`src/common/supply_seq_pkg.sv`:
```
// Constants shared by the supply startup sequencer and its soft-start ramps
package supply_seq_pkg;
    // Core clock rate
    localparam int CORE_CLK_MHZ = 125;

    // Soft-start: reference steps and switching cycles per step
    localparam int SS_STEPS = 32;
    localparam int SS_TICKS_SLOW = 32;
    localparam int SS_TICKS_FAST = 64;
    localparam int SS_CODE_W = 6;
    localparam int SS_PRESC_W = 6;
    localparam logic [SS_CODE_W-1:0] SS_CODE_FULL = SS_CODE_W'(SS_STEPS);
    localparam logic [SS_CODE_W-1:0] SS_CODE_ZERO = 6'h00;
    localparam logic [SS_PRESC_W-1:0] SS_LAST_SLOW =
        SS_PRESC_W'(SS_TICKS_SLOW - 1);
    localparam logic [SS_PRESC_W-1:0] SS_LAST_FAST =
        SS_PRESC_W'(SS_TICKS_FAST - 1);

    // Regulators: step-down plus five linear controllers
    localparam int NUM_REG = 6;
    localparam int NUM_SEQ = 4;
    localparam int REG_BUCK = 0;
    localparam int REG_LOGIC = 1;
    localparam int REG_GATE_OFF = 5;

    // Timing in microseconds and derived core-clock counts
    localparam int OC_FILTER_US = 50;
    localparam int OC_FILTER_CYCLES = OC_FILTER_US * CORE_CLK_MHZ;
    localparam int FAULT_TIMER_US = 1000;
    localparam int FAULT_TIMER_CYCLES = FAULT_TIMER_US * CORE_CLK_MHZ;
    localparam int RESET_TIMEOUT_US = 200;
    localparam int RESET_TIMEOUT_CYCLES = RESET_TIMEOUT_US * CORE_CLK_MHZ;
    localparam int CNT_W = 24;

    // Register map (byte addresses)
    localparam int ADDR_W = 8;
    localparam logic [ADDR_W-1:0] REG_STATUS = 8'h00;
    localparam logic [ADDR_W-1:0] REG_FAULT_TIME = 8'h04;
    localparam logic [ADDR_W-1:0] REG_RESET_TIME = 8'h08;

    // Status word bit positions
    localparam int ST_FAULT_BIT = 0;
    localparam int ST_THERMAL_BIT = 1;
    localparam int ST_BUCK_BIT = 2;
    localparam int ST_RAIL_LSB = 3;
    localparam int ST_SUP_REL_BIT = 8;
    localparam int ST_STATE_LSB = 9;
    localparam int ST_SUPPLY_BIT = 11;
    localparam int ST_ENABLE_BIT = 12;

    // AXI responses
    localparam logic [1:0] RESP_OKAY = 2'h0;
    localparam logic [1:0] RESP_SLVERR = 2'h2;

    // Startup sequencer states
    typedef enum logic [1:0] {
        ST_OFF = 2'b00,
        ST_BUCK_SS = 2'b01,
        ST_LOGIC_SS = 2'b10,
        ST_RUN = 2'b11
    } seq_state_t;
endpackage : supply_seq_pkg

```
`src/hw/soft_start_ramp.sv`:
```
// Soft-start reference ramp for one regulator
`timescale 1ns/1ps
module soft_start_ramp
    import supply_seq_pkg::*;
#(
    parameter bit DOWN = 1'b0
) (
    input wire logic core_clk,
    input wire logic reset,
    input wire logic enable,
    input wire logic tick,
    input wire logic fast_rate,
    output logic [SS_CODE_W-1:0] code,
    output logic done
);
    localparam logic [SS_CODE_W-1:0] START_CODE =
        DOWN ? SS_CODE_FULL : SS_CODE_ZERO;
    localparam logic [SS_CODE_W-1:0] END_CODE =
        DOWN ? SS_CODE_ZERO : SS_CODE_FULL;

    logic [SS_PRESC_W-1:0] presc_reg;
    logic [SS_CODE_W-1:0] code_reg;
    logic done_reg;
    logic [SS_CODE_W-1:0] code_next;
    logic last_tick;

    // Step period doubles at the fast rate so the ramp time is unchanged
    assign last_tick = presc_reg == (fast_rate ? SS_LAST_FAST : SS_LAST_SLOW);
    assign code_next = DOWN ? code_reg - 6'h01 : code_reg + 6'h01;
    assign code = code_reg;
    assign done = done_reg;

    // Restart from the start code on every enable
    always_ff @(posedge core_clk) begin
        if (reset || !enable) begin
            presc_reg <= '0;
            code_reg <= START_CODE;
            done_reg <= 1'b0;
        end else if (tick && !done_reg) begin
            if (last_tick) begin
                presc_reg <= '0;
                code_reg <= code_next;
                done_reg <= code_next == END_CODE;
            end else begin
                presc_reg <= presc_reg + 6'h01;
            end
        end
    end
endmodule : soft_start_ramp

```
`src/hw/supply_startup_sequencer.sv`:
```
// Digital core of the multi-rail supply startup sequencer
`timescale 1ns/1ps
module supply_startup_sequencer
    import supply_seq_pkg::*;
#(
    parameter int OC_FILTER_LEN = OC_FILTER_CYCLES,
    parameter int FAULT_TIME_INIT = FAULT_TIMER_CYCLES,
    parameter int RESET_TIME_INIT = RESET_TIMEOUT_CYCLES
) (
    input wire logic core_clk,
    input wire logic reset,
    input wire logic enable_above,
    input wire logic supply_ok,
    input wire logic sequence_select,
    input wire logic [NUM_SEQ-1:0] sequence_delay_pin_reached,
    input wire logic [NUM_REG-1:0] rail_undervoltage,
    input wire logic overcurrent_raw,
    input wire logic thermal_trip,
    input wire logic supervisor_sense_ok,
    input wire logic switching_rate_select,
    input wire logic switch_tick,
    input wire logic pwm_high_request,
    input wire logic pwm_low_request,
    output logic high_side_gate_drive,
    output logic low_side_gate_drive,
    output logic step_down_enable,
    output logic logic_rail_controller_enable,
    output logic gamma_rail_controller_enable,
    output logic third_rail_controller_enable,
    output logic source_drive_rail_controller_enable,
    output logic gate_off_rail_controller_enable,
    output logic internal_supply_rail_enable,
    output logic sequence_block_enable,
    output logic delay_pin_current_enable,
    output logic delay_pin_pulldown_enable,
    output logic [NUM_REG*SS_CODE_W-1:0] ref_dac_codes,
    output logic supervisor_reset_out,
    output logic supervisor_reset_oe,
    output logic fault_latched,
    output logic thermal_latched,
    input wire logic s_axi_awvalid,
    output logic s_axi_awready,
    input wire logic [ADDR_W-1:0] s_axi_awaddr,
    input wire logic [2:0] s_axi_awprot,
    input wire logic s_axi_wvalid,
    output logic s_axi_wready,
    input wire logic [31:0] s_axi_wdata,
    input wire logic [3:0] s_axi_wstrb,
    output logic s_axi_bvalid,
    input wire logic s_axi_bready,
    output logic [1:0] s_axi_bresp,
    input wire logic s_axi_arvalid,
    output logic s_axi_arready,
    input wire logic [ADDR_W-1:0] s_axi_araddr,
    input wire logic [2:0] s_axi_arprot,
    output logic s_axi_rvalid,
    input wire logic s_axi_rready,
    output logic [31:0] s_axi_rdata,
    output logic [1:0] s_axi_rresp
);
    localparam logic [CNT_W-1:0] OC_LAST = CNT_W'(OC_FILTER_LEN - 1);
    localparam logic [CNT_W-1:0] FAULT_INIT = CNT_W'(FAULT_TIME_INIT);
    localparam logic [CNT_W-1:0] RESET_INIT = CNT_W'(RESET_TIME_INIT);
    localparam logic [CNT_W-1:0] CNT_ONE = 24'h000001;

    seq_state_t state_reg, state_next;
    logic enable_prev_reg, seq_prev_reg, supply_prev_reg;
    logic fault_reg, thermal_reg;
    logic [NUM_SEQ-1:0] seq_rail_reg;
    logic buck_en_reg, logic_en_reg, seq_block_reg;
    logic hs_reg, ls_reg, vl_en_reg;
    logic cur_en_reg, pulldown_reg;
    logic [CNT_W-1:0] oc_cnt_reg, uv_cnt_reg, sup_cnt_reg;
    logic sup_oe_reg, sup_out_reg;
    logic [CNT_W-1:0] fault_time_reg, reset_time_reg;
    logic [NUM_REG-1:0] ss_done;
    logic [NUM_REG-1:0] ss_enable;

    // Edge detection; inputs are already synchronous to core_clk
    logic enable_rise, seq_rise, supply_rise;
    assign enable_rise = enable_above && !enable_prev_reg;
    assign seq_rise = sequence_select && !seq_prev_reg;
    assign supply_rise = supply_ok && !supply_prev_reg;

    always_ff @(posedge core_clk) begin
        if (reset) begin
            enable_prev_reg <= 1'b0;
            seq_prev_reg <= 1'b0;
            supply_prev_reg <= 1'b0;
        end else begin
            enable_prev_reg <= enable_above;
            seq_prev_reg <= sequence_select;
            supply_prev_reg <= supply_ok;
        end
    end

    // Overcurrent filter: must stay high the full filter length
    logic oc_trip;
    assign oc_trip = overcurrent_raw && (oc_cnt_reg == OC_LAST);

    always_ff @(posedge core_clk) begin
        if (reset || !overcurrent_raw) begin
            oc_cnt_reg <= '0;
        end else if (oc_cnt_reg != OC_LAST) begin
            oc_cnt_reg <= oc_cnt_reg + CNT_ONE;
        end
    end

    // Undervoltage fault timer; only regulators past soft-start count
    logic uv_any, uv_trip;
    assign uv_any = |(rail_undervoltage & ss_done);
    assign uv_trip = uv_any && (uv_cnt_reg >= fault_time_reg);

    // Any break in the condition restarts the timer
    always_ff @(posedge core_clk) begin
        if (reset || !uv_any) begin
            uv_cnt_reg <= '0;
        end else if (!uv_trip) begin
            uv_cnt_reg <= uv_cnt_reg + CNT_ONE;
        end
    end

    // Fault latch: a set in the clearing cycle wins
    logic fault_set, fault_clear, fault_next;
    assign fault_set = uv_trip || oc_trip;
    assign fault_clear = enable_rise || seq_rise || supply_rise;
    assign fault_next = fault_set ? 1'b1 :
                        fault_clear ? 1'b0 : fault_reg;

    // Thermal latch clears only on a supply power cycle
    logic thermal_next;
    assign thermal_next = thermal_trip ? 1'b1 :
                          supply_rise ? 1'b0 : thermal_reg;

    always_ff @(posedge core_clk) begin
        if (reset) begin
            fault_reg <= 1'b0;
            thermal_reg <= 1'b0;
        end else begin
            fault_reg <= fault_next;
            thermal_reg <= thermal_next;
        end
    end

    // Overall run permission
    logic run_ok;
    assign run_ok = supply_ok && enable_above &&
                    !fault_next && !thermal_next;

    // Startup sequencer
    always_comb begin
        state_next = state_reg;
        case (state_reg)
            ST_OFF: begin
                if (run_ok) begin
                    state_next = ST_BUCK_SS;
                end
            end
            ST_BUCK_SS: begin
                if (ss_done[REG_BUCK]) begin
                    state_next = ST_LOGIC_SS;
                end
            end
            ST_LOGIC_SS: begin
                if (ss_done[REG_LOGIC]) begin
                    state_next = ST_RUN;
                end
            end
            ST_RUN: begin
                state_next = ST_RUN;
            end
            default: begin
                state_next = ST_OFF;
            end
        endcase
        if (!run_ok) begin
            state_next = ST_OFF;
        end
    end

    // Enables derived from the next state so outputs track it exactly
    logic buck_en_next, logic_en_next, seq_block_next, seq_drive_next;
    assign buck_en_next = state_next != ST_OFF;
    assign logic_en_next = (state_next == ST_LOGIC_SS) ||
                           (state_next == ST_RUN);
    assign seq_block_next = buck_en_next;
    assign seq_drive_next = sequence_select && seq_block_next;

    // Sequenced rails latch on once their delay pin crosses threshold
    logic [NUM_SEQ-1:0] seq_rail_next;
    assign seq_rail_next = seq_block_next ?
        (seq_rail_reg | sequence_delay_pin_reached) : '0;

    // Gate drives follow the modulator only when the step-down is enabled and out of lockout
    logic hs_next, ls_next;
    assign hs_next = pwm_high_request && supply_ok && buck_en_reg;
    assign ls_next = pwm_low_request && supply_ok && buck_en_reg;

    always_ff @(posedge core_clk) begin
        if (reset) begin
            state_reg <= ST_OFF;
            buck_en_reg <= 1'b0;
            logic_en_reg <= 1'b0;
            seq_block_reg <= 1'b0;
            seq_rail_reg <= '0;
            cur_en_reg <= 1'b0;
            pulldown_reg <= 1'b1;
            hs_reg <= 1'b0;
            ls_reg <= 1'b0;
            vl_en_reg <= 1'b1;
        end else begin
            state_reg <= state_next;
            buck_en_reg <= buck_en_next;
            logic_en_reg <= logic_en_next;
            seq_block_reg <= seq_block_next;
            seq_rail_reg <= seq_rail_next;
            cur_en_reg <= seq_drive_next;
            pulldown_reg <= !seq_drive_next;
            hs_reg <= hs_next;
            ls_reg <= ls_next;
            vl_en_reg <= !thermal_next;
        end
    end

    // Soft-start ramps: one per regulator, gate-off ramps down
    assign ss_enable = {seq_rail_reg, logic_en_reg, buck_en_reg};

    genvar r;
    generate
        for (r = 0; r < NUM_REG; r++) begin : g_ramp
            soft_start_ramp #(
                .DOWN(r == REG_GATE_OFF)
            ) u_ramp (
                .core_clk(core_clk),
                .reset(reset),
                .enable(ss_enable[r]),
                .tick(switch_tick),
                .fast_rate(switching_rate_select),
                .code(ref_dac_codes[r*SS_CODE_W +: SS_CODE_W]),
                .done(ss_done[r])
            );
        end
    endgenerate

    // Supervisor reset; the status word reads its release state
    logic sup_hold, sup_timed_out;
    assign sup_hold = !supervisor_sense_ok || !supply_ok ||
                      !enable_above || fault_reg || thermal_reg;
    assign sup_timed_out = sup_cnt_reg >= reset_time_reg;

    always_ff @(posedge core_clk) begin
        if (reset || sup_hold) begin
            sup_cnt_reg <= '0;
        end else if (!sup_timed_out) begin
            sup_cnt_reg <= sup_cnt_reg + CNT_ONE;
        end
    end

    // Open drain: the data level is always low, only the enable moves
    always_ff @(posedge core_clk) begin
        if (reset) begin
            sup_oe_reg <= 1'b1;
            sup_out_reg <= 1'b0;
        end else begin
            sup_oe_reg <= sup_hold || !sup_timed_out;
            sup_out_reg <= 1'b0;
        end
    end

    // Register bus: write channel decode
    logic aw_held_reg, w_held_reg;
    logic [ADDR_W-1:0] awaddr_reg;
    logic [31:0] wdata_reg;
    logic [3:0] wstrb_reg;
    logic awready_reg, wready_reg, bvalid_reg, arready_reg, rvalid_reg;
    logic [1:0] bresp_reg, rresp_reg;
    logic [31:0] rdata_reg;
    logic wr_go, wr_fault, wr_reset, wr_status, wr_mapped;
    assign wr_go = aw_held_reg && w_held_reg && !bvalid_reg;
    assign wr_fault = awaddr_reg == REG_FAULT_TIME;
    assign wr_reset = awaddr_reg == REG_RESET_TIME;
    assign wr_status = awaddr_reg == REG_STATUS;
    assign wr_mapped = wr_fault || wr_reset || wr_status;

    // Byte-lane merge of a timing register
    function automatic logic [CNT_W-1:0] merge_bytes(
        input logic [CNT_W-1:0] old_val,
        input logic [31:0] data,
        input logic [3:0] strb
    );
        logic [CNT_W-1:0] res;
        res = old_val;
        for (int b = 0; b < CNT_W / 8; b++) begin
            if (strb[b]) begin
                res[b*8 +: 8] = data[b*8 +: 8];
            end
        end
        return res;
    endfunction : merge_bytes

    // Address and data may arrive in either order
    always_ff @(posedge core_clk) begin
        if (reset) begin
            aw_held_reg <= 1'b0;
            w_held_reg <= 1'b0;
            awready_reg <= 1'b1;
            wready_reg <= 1'b1;
            bvalid_reg <= 1'b0;
            bresp_reg <= RESP_OKAY;
            awaddr_reg <= '0;
            wdata_reg <= '0;
            wstrb_reg <= '0;
        end else begin
            if (s_axi_awvalid && awready_reg) begin
                aw_held_reg <= 1'b1;
                awready_reg <= 1'b0;
                awaddr_reg <= s_axi_awaddr;
            end
            if (s_axi_wvalid && wready_reg) begin
                w_held_reg <= 1'b1;
                wready_reg <= 1'b0;
                wdata_reg <= s_axi_wdata;
                wstrb_reg <= s_axi_wstrb;
            end
            if (wr_go) begin
                bvalid_reg <= 1'b1;
                bresp_reg <= wr_mapped ? RESP_OKAY : RESP_SLVERR;
            end
            if (bvalid_reg && s_axi_bready) begin
                bvalid_reg <= 1'b0;
                aw_held_reg <= 1'b0;
                w_held_reg <= 1'b0;
                awready_reg <= 1'b1;
                wready_reg <= 1'b1;
            end
        end
    end

    // Timing registers steer the fault timer and supervisor timeout
    always_ff @(posedge core_clk) begin
        if (reset) begin
            fault_time_reg <= FAULT_INIT;
            reset_time_reg <= RESET_INIT;
        end else if (wr_go) begin
            if (wr_fault) begin
                fault_time_reg <= merge_bytes(fault_time_reg, wdata_reg,
                                              wstrb_reg);
            end
            if (wr_reset) begin
                reset_time_reg <= merge_bytes(reset_time_reg, wdata_reg,
                                              wstrb_reg);
            end
        end
    end

    // Status word shows live block state
    logic [31:0] status_word;
    always_comb begin
        status_word = '0;
        status_word[ST_FAULT_BIT] = fault_reg;
        status_word[ST_THERMAL_BIT] = thermal_reg;
        status_word[ST_BUCK_BIT] = buck_en_reg;
        status_word[ST_RAIL_LSB +: NUM_REG-1] = ss_enable[NUM_REG-1:1];
        status_word[ST_SUP_REL_BIT] = !sup_oe_reg;
        status_word[ST_STATE_LSB +: 2] = state_reg;
        status_word[ST_SUPPLY_BIT] = supply_ok;
        status_word[ST_ENABLE_BIT] = enable_above;
    end

    // Read decode
    logic rd_status, rd_fault, rd_reset, rd_mapped;
    logic [31:0] rd_word;
    assign rd_status = s_axi_araddr == REG_STATUS;
    assign rd_fault = s_axi_araddr == REG_FAULT_TIME;
    assign rd_reset = s_axi_araddr == REG_RESET_TIME;
    assign rd_mapped = rd_status || rd_fault || rd_reset;
    assign rd_word = rd_status ? status_word :
                     rd_fault ? 32'(fault_time_reg) :
                     rd_reset ? 32'(reset_time_reg) : 32'h00000000;

    // Read answers one cycle after the address is taken
    always_ff @(posedge core_clk) begin
        if (reset) begin
            arready_reg <= 1'b1;
            rvalid_reg <= 1'b0;
            rdata_reg <= '0;
            rresp_reg <= RESP_OKAY;
        end else if (s_axi_arvalid && arready_reg) begin
            arready_reg <= 1'b0;
            rvalid_reg <= 1'b1;
            rdata_reg <= rd_word;
            rresp_reg <= rd_mapped ? RESP_OKAY : RESP_SLVERR;
        end else if (rvalid_reg && s_axi_rready) begin
            rvalid_reg <= 1'b0;
            arready_reg <= 1'b1;
        end
    end

    // Output wiring, every one from a flop
    assign high_side_gate_drive = hs_reg;
    assign low_side_gate_drive = ls_reg;
    assign step_down_enable = buck_en_reg;
    assign logic_rail_controller_enable = logic_en_reg;
    assign gamma_rail_controller_enable = seq_rail_reg[0];
    assign third_rail_controller_enable = seq_rail_reg[1];
    assign source_drive_rail_controller_enable = seq_rail_reg[2];
    assign gate_off_rail_controller_enable = seq_rail_reg[3];
    assign internal_supply_rail_enable = vl_en_reg;
    assign sequence_block_enable = seq_block_reg;
    assign delay_pin_current_enable = cur_en_reg;
    assign delay_pin_pulldown_enable = pulldown_reg;
    assign supervisor_reset_out = sup_out_reg;
    assign supervisor_reset_oe = sup_oe_reg;
    assign fault_latched = fault_reg;
    assign thermal_latched = thermal_reg;
    assign s_axi_awready = awready_reg;
    assign s_axi_wready = wready_reg;
    assign s_axi_bvalid = bvalid_reg;
    assign s_axi_bresp = bresp_reg;
    assign s_axi_arready = arready_reg;
    assign s_axi_rvalid = rvalid_reg;
    assign s_axi_rdata = rdata_reg;
    assign s_axi_rresp = rresp_reg;
endmodule : supply_startup_sequencer

```
`config.mk`:
```
export PLATFORM = sky130hd
export DESIGN_NAME = supply_startup_sequencer
export DESIGN_NICKNAME = d
export VERILOG_FILES = /design/src/common/supply_seq_pkg.sv /design/src/hw/soft_start_ramp.sv /design/src/hw/supply_startup_sequencer.sv
export SDC_FILE = /design/constraint.sdc
export NUM_CORES = 1
export LEC_CHECK = 0
export ABC_CLOCK_PERIOD_IN_PS = 2300
export BUFFER_PORTS_ARGS = -buffer_cell sky130_fd_sc_hd__buf_4
export CAP_MARGIN = 0
export CORE_MARGIN = 2
export CORE_UTILIZATION = 40
export DETAILED_ROUTE_END_ITERATION = 16
export PLACE_DENSITY = 0.7
export SYNTH_ARGS = -nofsm -noshare
export SYNTH_HDL_FRONTEND = slang
export SYNTH_SLANG_ARGS = --single-unit
```
`constraint.sdc`:
```
create_clock -name core_clk -period 2.3 [get_ports core_clk]
set_input_delay 0.115 -clock core_clk [delete_from_list [all_inputs] [get_ports core_clk]]
set_output_delay 0.115 -clock core_clk [all_outputs]
set_load 0.05 [all_outputs]
```
# Word-level counts from Yosys, hierarchy flattened
# Cells that the tools add are included.
# classes
add_sub_neg	15
magnitude_cmp	2
eq_ne	22
n_mux	24
bitwise_logic	3
reduce_logical	95
# ops
cell	n
adder 24 x 1 -> 24 bit (second input constant)	3
2-to-1 mux 24 bit	3
adder 6 x 1 -> 6 bit (second input constant)	11
>= comparator 24 bit	2
2-to-1 mux 6 bit	7
== test 6 bit	6
== test 6 bit (second input constant)	5
logical AND 1 bit	26
logical NOT 1 bit	26
== test 24 x 13 -> 1 bit (second input constant)	1
!= test 24 x 13 -> 1 bit (second input constant)	1
logical OR 1 bit	22
AND reduction 3 bit	6
== test 8 x 3 -> 1 bit (second input constant)	2
== test 8 x 4 -> 1 bit (second input constant)	2
logical NOT 8 bit	2
AND reduction 2 bit	6
2-to-1 mux 2 bit	5
== test 2 bit (second input constant)	4
2-to-1 mux 1 bit	8
one-hot mux 2 bit (4 select lines)	1
bitwise AND 6 bit	1
logical NOT 6 bit	1
OR reduction 6 bit	1
other kinds (7)	9
# word_totals
reg_bits	295
input_bits	85
output_inout_bits	93
elab_cells	216

# Depth between registers and ports, before layout
# depth
depth_word	13
depth_mapped	10
mapped_depth_nobuf	10

# Cells and area by module
# From an unflattened synthesis, not the netlist that was laid out.
# hier_totals
cells_unflattened	1666
hier_area_um2	13923.4
# modules_own_cells
mod	instances	cells_each	area_each_um2	seq_area_each_um2
supply_startup_sequencer	1	1184	9686.8	4144.0
soft_start_ramp (g_ramp[0].u_ramp ...)	5	81	711.9	260.2
soft_start_ramp (g_ramp[5].u_ramp)	1	77	676.9	260.2

# Least setup slack after synthesis
# No wires, ideal clock.
# synth_path
path_kind	register to register
start	reg sup_cnt_reg[0]
end	reg sup_cnt_reg[22]
setup_ns	0.115
arrival_ns	2.220
t_required_ns	2.185
slack_ns	-0.034
path_stages_with_launch	10
n_path_buf	0
period_less_slack_ns	2.334
cell_sequence	dfxtp_1 > inv_1 > ha_1 > nand2b_1 > a21o_1 > a31oi_1 > o211ai_2 > a2111oi_4 > a41oi_1 > o21a_1
# synth_between
elab_chain_len	1
elab_cells_between_ends	2
classes_between	add/sub: 1; order compare: 1
# synth_lines
element	line	rtl
start, declared	supply_startup_sequencer.sv:73	logic [CNT_W-1:0] oc_cnt_reg, uv_cnt_reg, sup_cnt_reg;
start signal, assigned	supply_startup_sequencer.sv:255	sup_cnt_reg <= sup_cnt_reg + CNT_ONE;
adder 24 x 1 -> 24 bit or >= comparator 24 bit (tied branches)	supply_startup_sequencer.sv:255, supply_startup_sequencer.sv:249	
# Parallel ways exist; a longest one is shown, timed or not.
# A chain may end at the register's enable or synchronous reset.

# Final worst setup path
# layout_path
start	reg fault_time_reg[21]
end	reg uv_cnt_reg[23]
# layout_between
elab_chain_len	2
# layout_lines
element	line	rtl
start, declared	supply_startup_sequencer.sv:75	logic [CNT_W-1:0] fault_time_reg, reset_time_reg;
start signal, assigned	supply_startup_sequencer.sv:346	fault_time_reg <= merge_bytes(fault_time_reg, wdata_reg,
>= comparator 24 bit	supply_startup_sequencer.sv:112	assign uv_trip = uv_any && (uv_cnt_reg >= fault_time_reg);
logical AND 1 bit	supply_startup_sequencer.sv:112	
end signal, assigned	supply_startup_sequencer.sv:119	uv_cnt_reg <= uv_cnt_reg + CNT_ONE;
end, declared	supply_startup_sequencer.sv:73	
# No other way between the ends.

==> key figures <==
Setup path
  • Most used cell along the critical path: buf_4
  • Buf/Inv on CP: 4
  • Worst path max stage delay: 0.37 ns
  • Worst path cell trace: inv_2, ha_4, nand4_1, nor4_2, buf_4, nor4b_4, buf_4, buf_6, nor4_4, xnor2_1, nor2_1
  • Largest fanout on the critical path: 5
  • Crit path capture type: flop
  • Cell family with most CP delay: simple AND/OR/NAND/NOR gates
  • Slowest-stage cell, CP: nor4b_4
  • Critical path launch point type: flop
  • Worst EP arrival: 2.80 ns
  • CP required: 2.73 ns
  • Crit path kind: flop to flop

Logic synthesis
  • Ys async rst share: 0
  • Mapped Area: 13250 um^2
  • Sequential share of the synthesized area: 0.4305
  • #FFs+latches synth: 285
  • Synth Area per Inst: 8.708 um^2
  • Post-synthesis cell type count: 69
  • Synth Flop Type: dfxtp_1
  • Post-synth EDFFs: 0
  • Mapped Cells: 1522
  • Ys Warns: 0

Clock network
  • Clk Latency, worst-skew pair: 0.55 ns
  • Clock Root Buffer: clkbuf_16
  • Clock transition at the registers of the reported paths: 0.06 ns
  • TritonCTS clock tree: built
  • CTS Buffer Depth: 3
  • H-tree level count: 1
  • Num CTS Buffers: 31
  • # clock sinks: 285

Hold path
  • Worst min-delay path class: input port to flop

Drt
  • Pre-antenna DRT Iters: 5
  • Vias per std cell: 5.165
  • Wl on met1: 15710 um
  • Met2 wire length: 16920 um
  • Vias: 11820
  • 1st-iter DRT viols: 627
  • Residual DRC count: 0
  • Antenna Nets Post-Route: 0
  • Drt total wl: 35180 um
  • Routed length per instance: 15.37 um
  • Highest Signal Layer: met4
  • WL met3: 1502 um

Final layout
  • Nets: 1972
  • Post-layout util: 0.5463
  • Area grow syn2layout: 34.46%
  • Share of cells above drive strength 1: 0.2398
  • Diodes inserted: 0
  • Post-route cell area: 17820 um^2

Die
  • Height of the die: 186.0 um
  • Core area: 32620 um^2
  • Die area: 34610 um^2
  • Initial core utilization: 0.4063
  • Num rows: 66
  • Die Span X: 186.0 um
  • Ports: 178

STA
  • Fin. max-slew vios: 0
  • Fin Setup TNS: -0.4245 ns
  • Hold Violations, Final: 0
  • F_max: 421.3 MHz
  • Max Clock Skew: 0.009691 ns
  • RSZ-0062 raised after global routing: yes
  • Tmin final: 2.373 ns
  • Final setup fails: 15
  • Worst setup margin: -0.07338 ns
  • Worst-Margin Slew: 0.7196 ns
  • Fin crit share: 1.032
  • Slew margin rel.: 0.5166

Placed design
  • Cell Area, Placed: 15440 um^2
  • Dpl hpwl: 23950 um
  • Final Wtd Congestion: 0.8648
  • PortBufs: 151

Power
  • NetSw: 0.002612 W
  • Internal: 0.008447 W
  • Net Sw Frac: 0.2362
  • Static leakage: 7.239 nW
  • Max VDD drop: 457.0 uV
  • Clock share of power: 0.466
  • Comb pwr share: 0.073
  • Cell area power density: 620.6 nW/um^2
  • Sequential group share of total power: 0.461

Status
  • Violated checks: negative setup slack
  • Run status: finished with violations

Global routing
  • Initial antenna violation count: 0
  • Tot GR Track Use: 0.1950
  • Largest net degree at the start of global routing: 130
  • Vias in the first global route: 11390
  • Grt ovf: 0
  • First-pass GRT wire length: 55220 um

Job
  • Max-cap violations: 0
stage by stage:
stage / total power (W) / hold WS (ns) / setup slack [ns] / cells
2_1_floorplan: 0.005648 / 0.1769 / -0.01349 / 1532
4_1_cts: 0.01116 / 0.1071 / -0.02894 / 2274
6_report: 0.01106 / 0.1258 / -0.07338 / 2289
5_1_grt: 0.01147 / 0.1350 / -0.1376 / 2289
3_3_place_gp: 0.005913 / 0.3006 / -0.04897 / 2150
3_5_place_dp: 0.005925 / 0.3009 / -0.09498 / 2150
cells by family after synthesis:
kind of cell / Yosys count / share of synthesized area
buf+inv: 145 / 0.04560
compound gates: 214 / 0.1152
xor+xnor: 119 / 0.07864
simple gates: 646 / 0.2330
mux: 47 / 0.03550
flops: 285 / 0.4305
other cells: 1 / 0.0002829
fa+ha+maj: 65 / 0.06136
tightest hold or removal path, cell delays in order:
cell and delay (ns):
buf_4 0.09, nand4_1 0.09, buf_4 0.23, nor2_1 0.12
placed cells by master (no fill, tap or decap), types with 6 or more instances in the layout:
master,count
a211o_1,13
a211oi_1,19
a21o_1,11
a21oi_1,69
a221oi_1,25
and3_1,29
and4_1,12
buf_4,253
buf_6,10
clkbuf_1,7
clkbuf_16,31
conb_1,11
dfxtp_1,261
dfxtp_2,24
dlygate4sd3_1,64
ha_1,50
ha_4,14
inv_1,60
inv_2,10
mux2i_1,47
nand2_1,139
nand2_2,7
nand2b_1,15
nand3_1,60
nand4_1,37
nor2_1,229
nor2_2,6
nor2b_1,14
nor3_1,33
nor3_2,6
nor4_1,8
o21ai_0,12
or2_2,7
or3_1,7
xnor2_1,71
xor2_1,48
final cells by class:
cell class | count | area, um^2
fillers | 2853 | 14800
well taps | 442 | 553.0
repair buffers | 332 | 2718
multi-input cells | 1102 | 7487
flip-flops and latches | 285 | 5736
clock buffers | 43 | 870.8
clock inverters | 15 | 193.9
inverters | 70 | 262.8
repair_timing:
action                                  4_1_cts  5_1_grt
hold endpoints to repair                     59        0
endpoints found under the setup margin       17       73
resized for setup                            21      101
hold buffers                                 64        0
pin swaps                                     7       32
buffers inserted                              1       12
cloned                                        1        3
power by group through the flow:
stage | Combinational [W] | Clock [W] | Sequential, W
6_report | 0.000806 | 0.00515 | 0.00510
5_1_grt | 0.000869 | 0.00549 | 0.00511
4_1_cts | 0.000799 | 0.00526 | 0.00510
3_5_place_dp | 0.000714 | 0 | 0.00521
3_3_place_gp | 0.000705 | 0 | 0.00521
2_1_floorplan | 0.000315 | 0 | 0.00533
path summary, 6_finish.rpt:
check / start / end / slack, ns / cells after the start
max: fault_time_reg[21] / uv_cnt_reg[23] / -0.07 / 11
min: supervisor_sense_ok / sup_cnt_reg[2] / 0.13 / 4
max reg2reg: fault_time_reg[21] / uv_cnt_reg[23] / -0.07 / 11
min reg2reg: awaddr_reg[7] / awaddr_reg[7] / 0.45 / 2
layer usage:
layer | GRT usage | up-vias
li1 | - | 5869
met1 | 0.2503 | 5613
met2 | 0.3367 | 268
met3 | 0.02798 | 72
met4 | 0.06205 | 0
met5 | 0 | -
cell usage after synthesis, types with 3 or more instances:
cell	n	share of area
o21ai_0	16	0.0060
and3_1	30	0.014
nand4_1	37	0.017
a31oi_1	4	0.0019
o41ai_1	4	0.0026
nand2b_1	15	0.0071
or3_1	8	0.0038
nand3b_1	3	0.0017
dfxtp_1	285	0.43
a211oi_1	23	0.013
o21a_1	5	0.0028
a41oi_1	6	0.0040
clkbuf_1	42	0.012
a21oi_1	73	0.028
buf_2	12	0.0045
or2_2	7	0.0033
ha_1	65	0.061
o31ai_1	5	0.0028
a21o_1	11	0.0062
mux2i_1	47	0.035
buf_4	12	0.0068
nor3_1	39	0.015
nand2_2	6	0.0028
and2_1	5	0.0024
inv_1	69	0.020
nand3_1	61	0.023
buf_1	9	0.0025
a22oi_1	3	0.0017
nor4_1	15	0.0071
a211o_1	13	0.0086
o311ai_1	4	0.0026
xor2_1	48	0.032
a221oi_1	25	0.017
nor2_1	237	0.067
nand2_1	140	0.040
and4_1	12	0.0079
xnor2_1	71	0.047
nor2b_1	14	0.0066
Power figures use the tool's default switching activity.
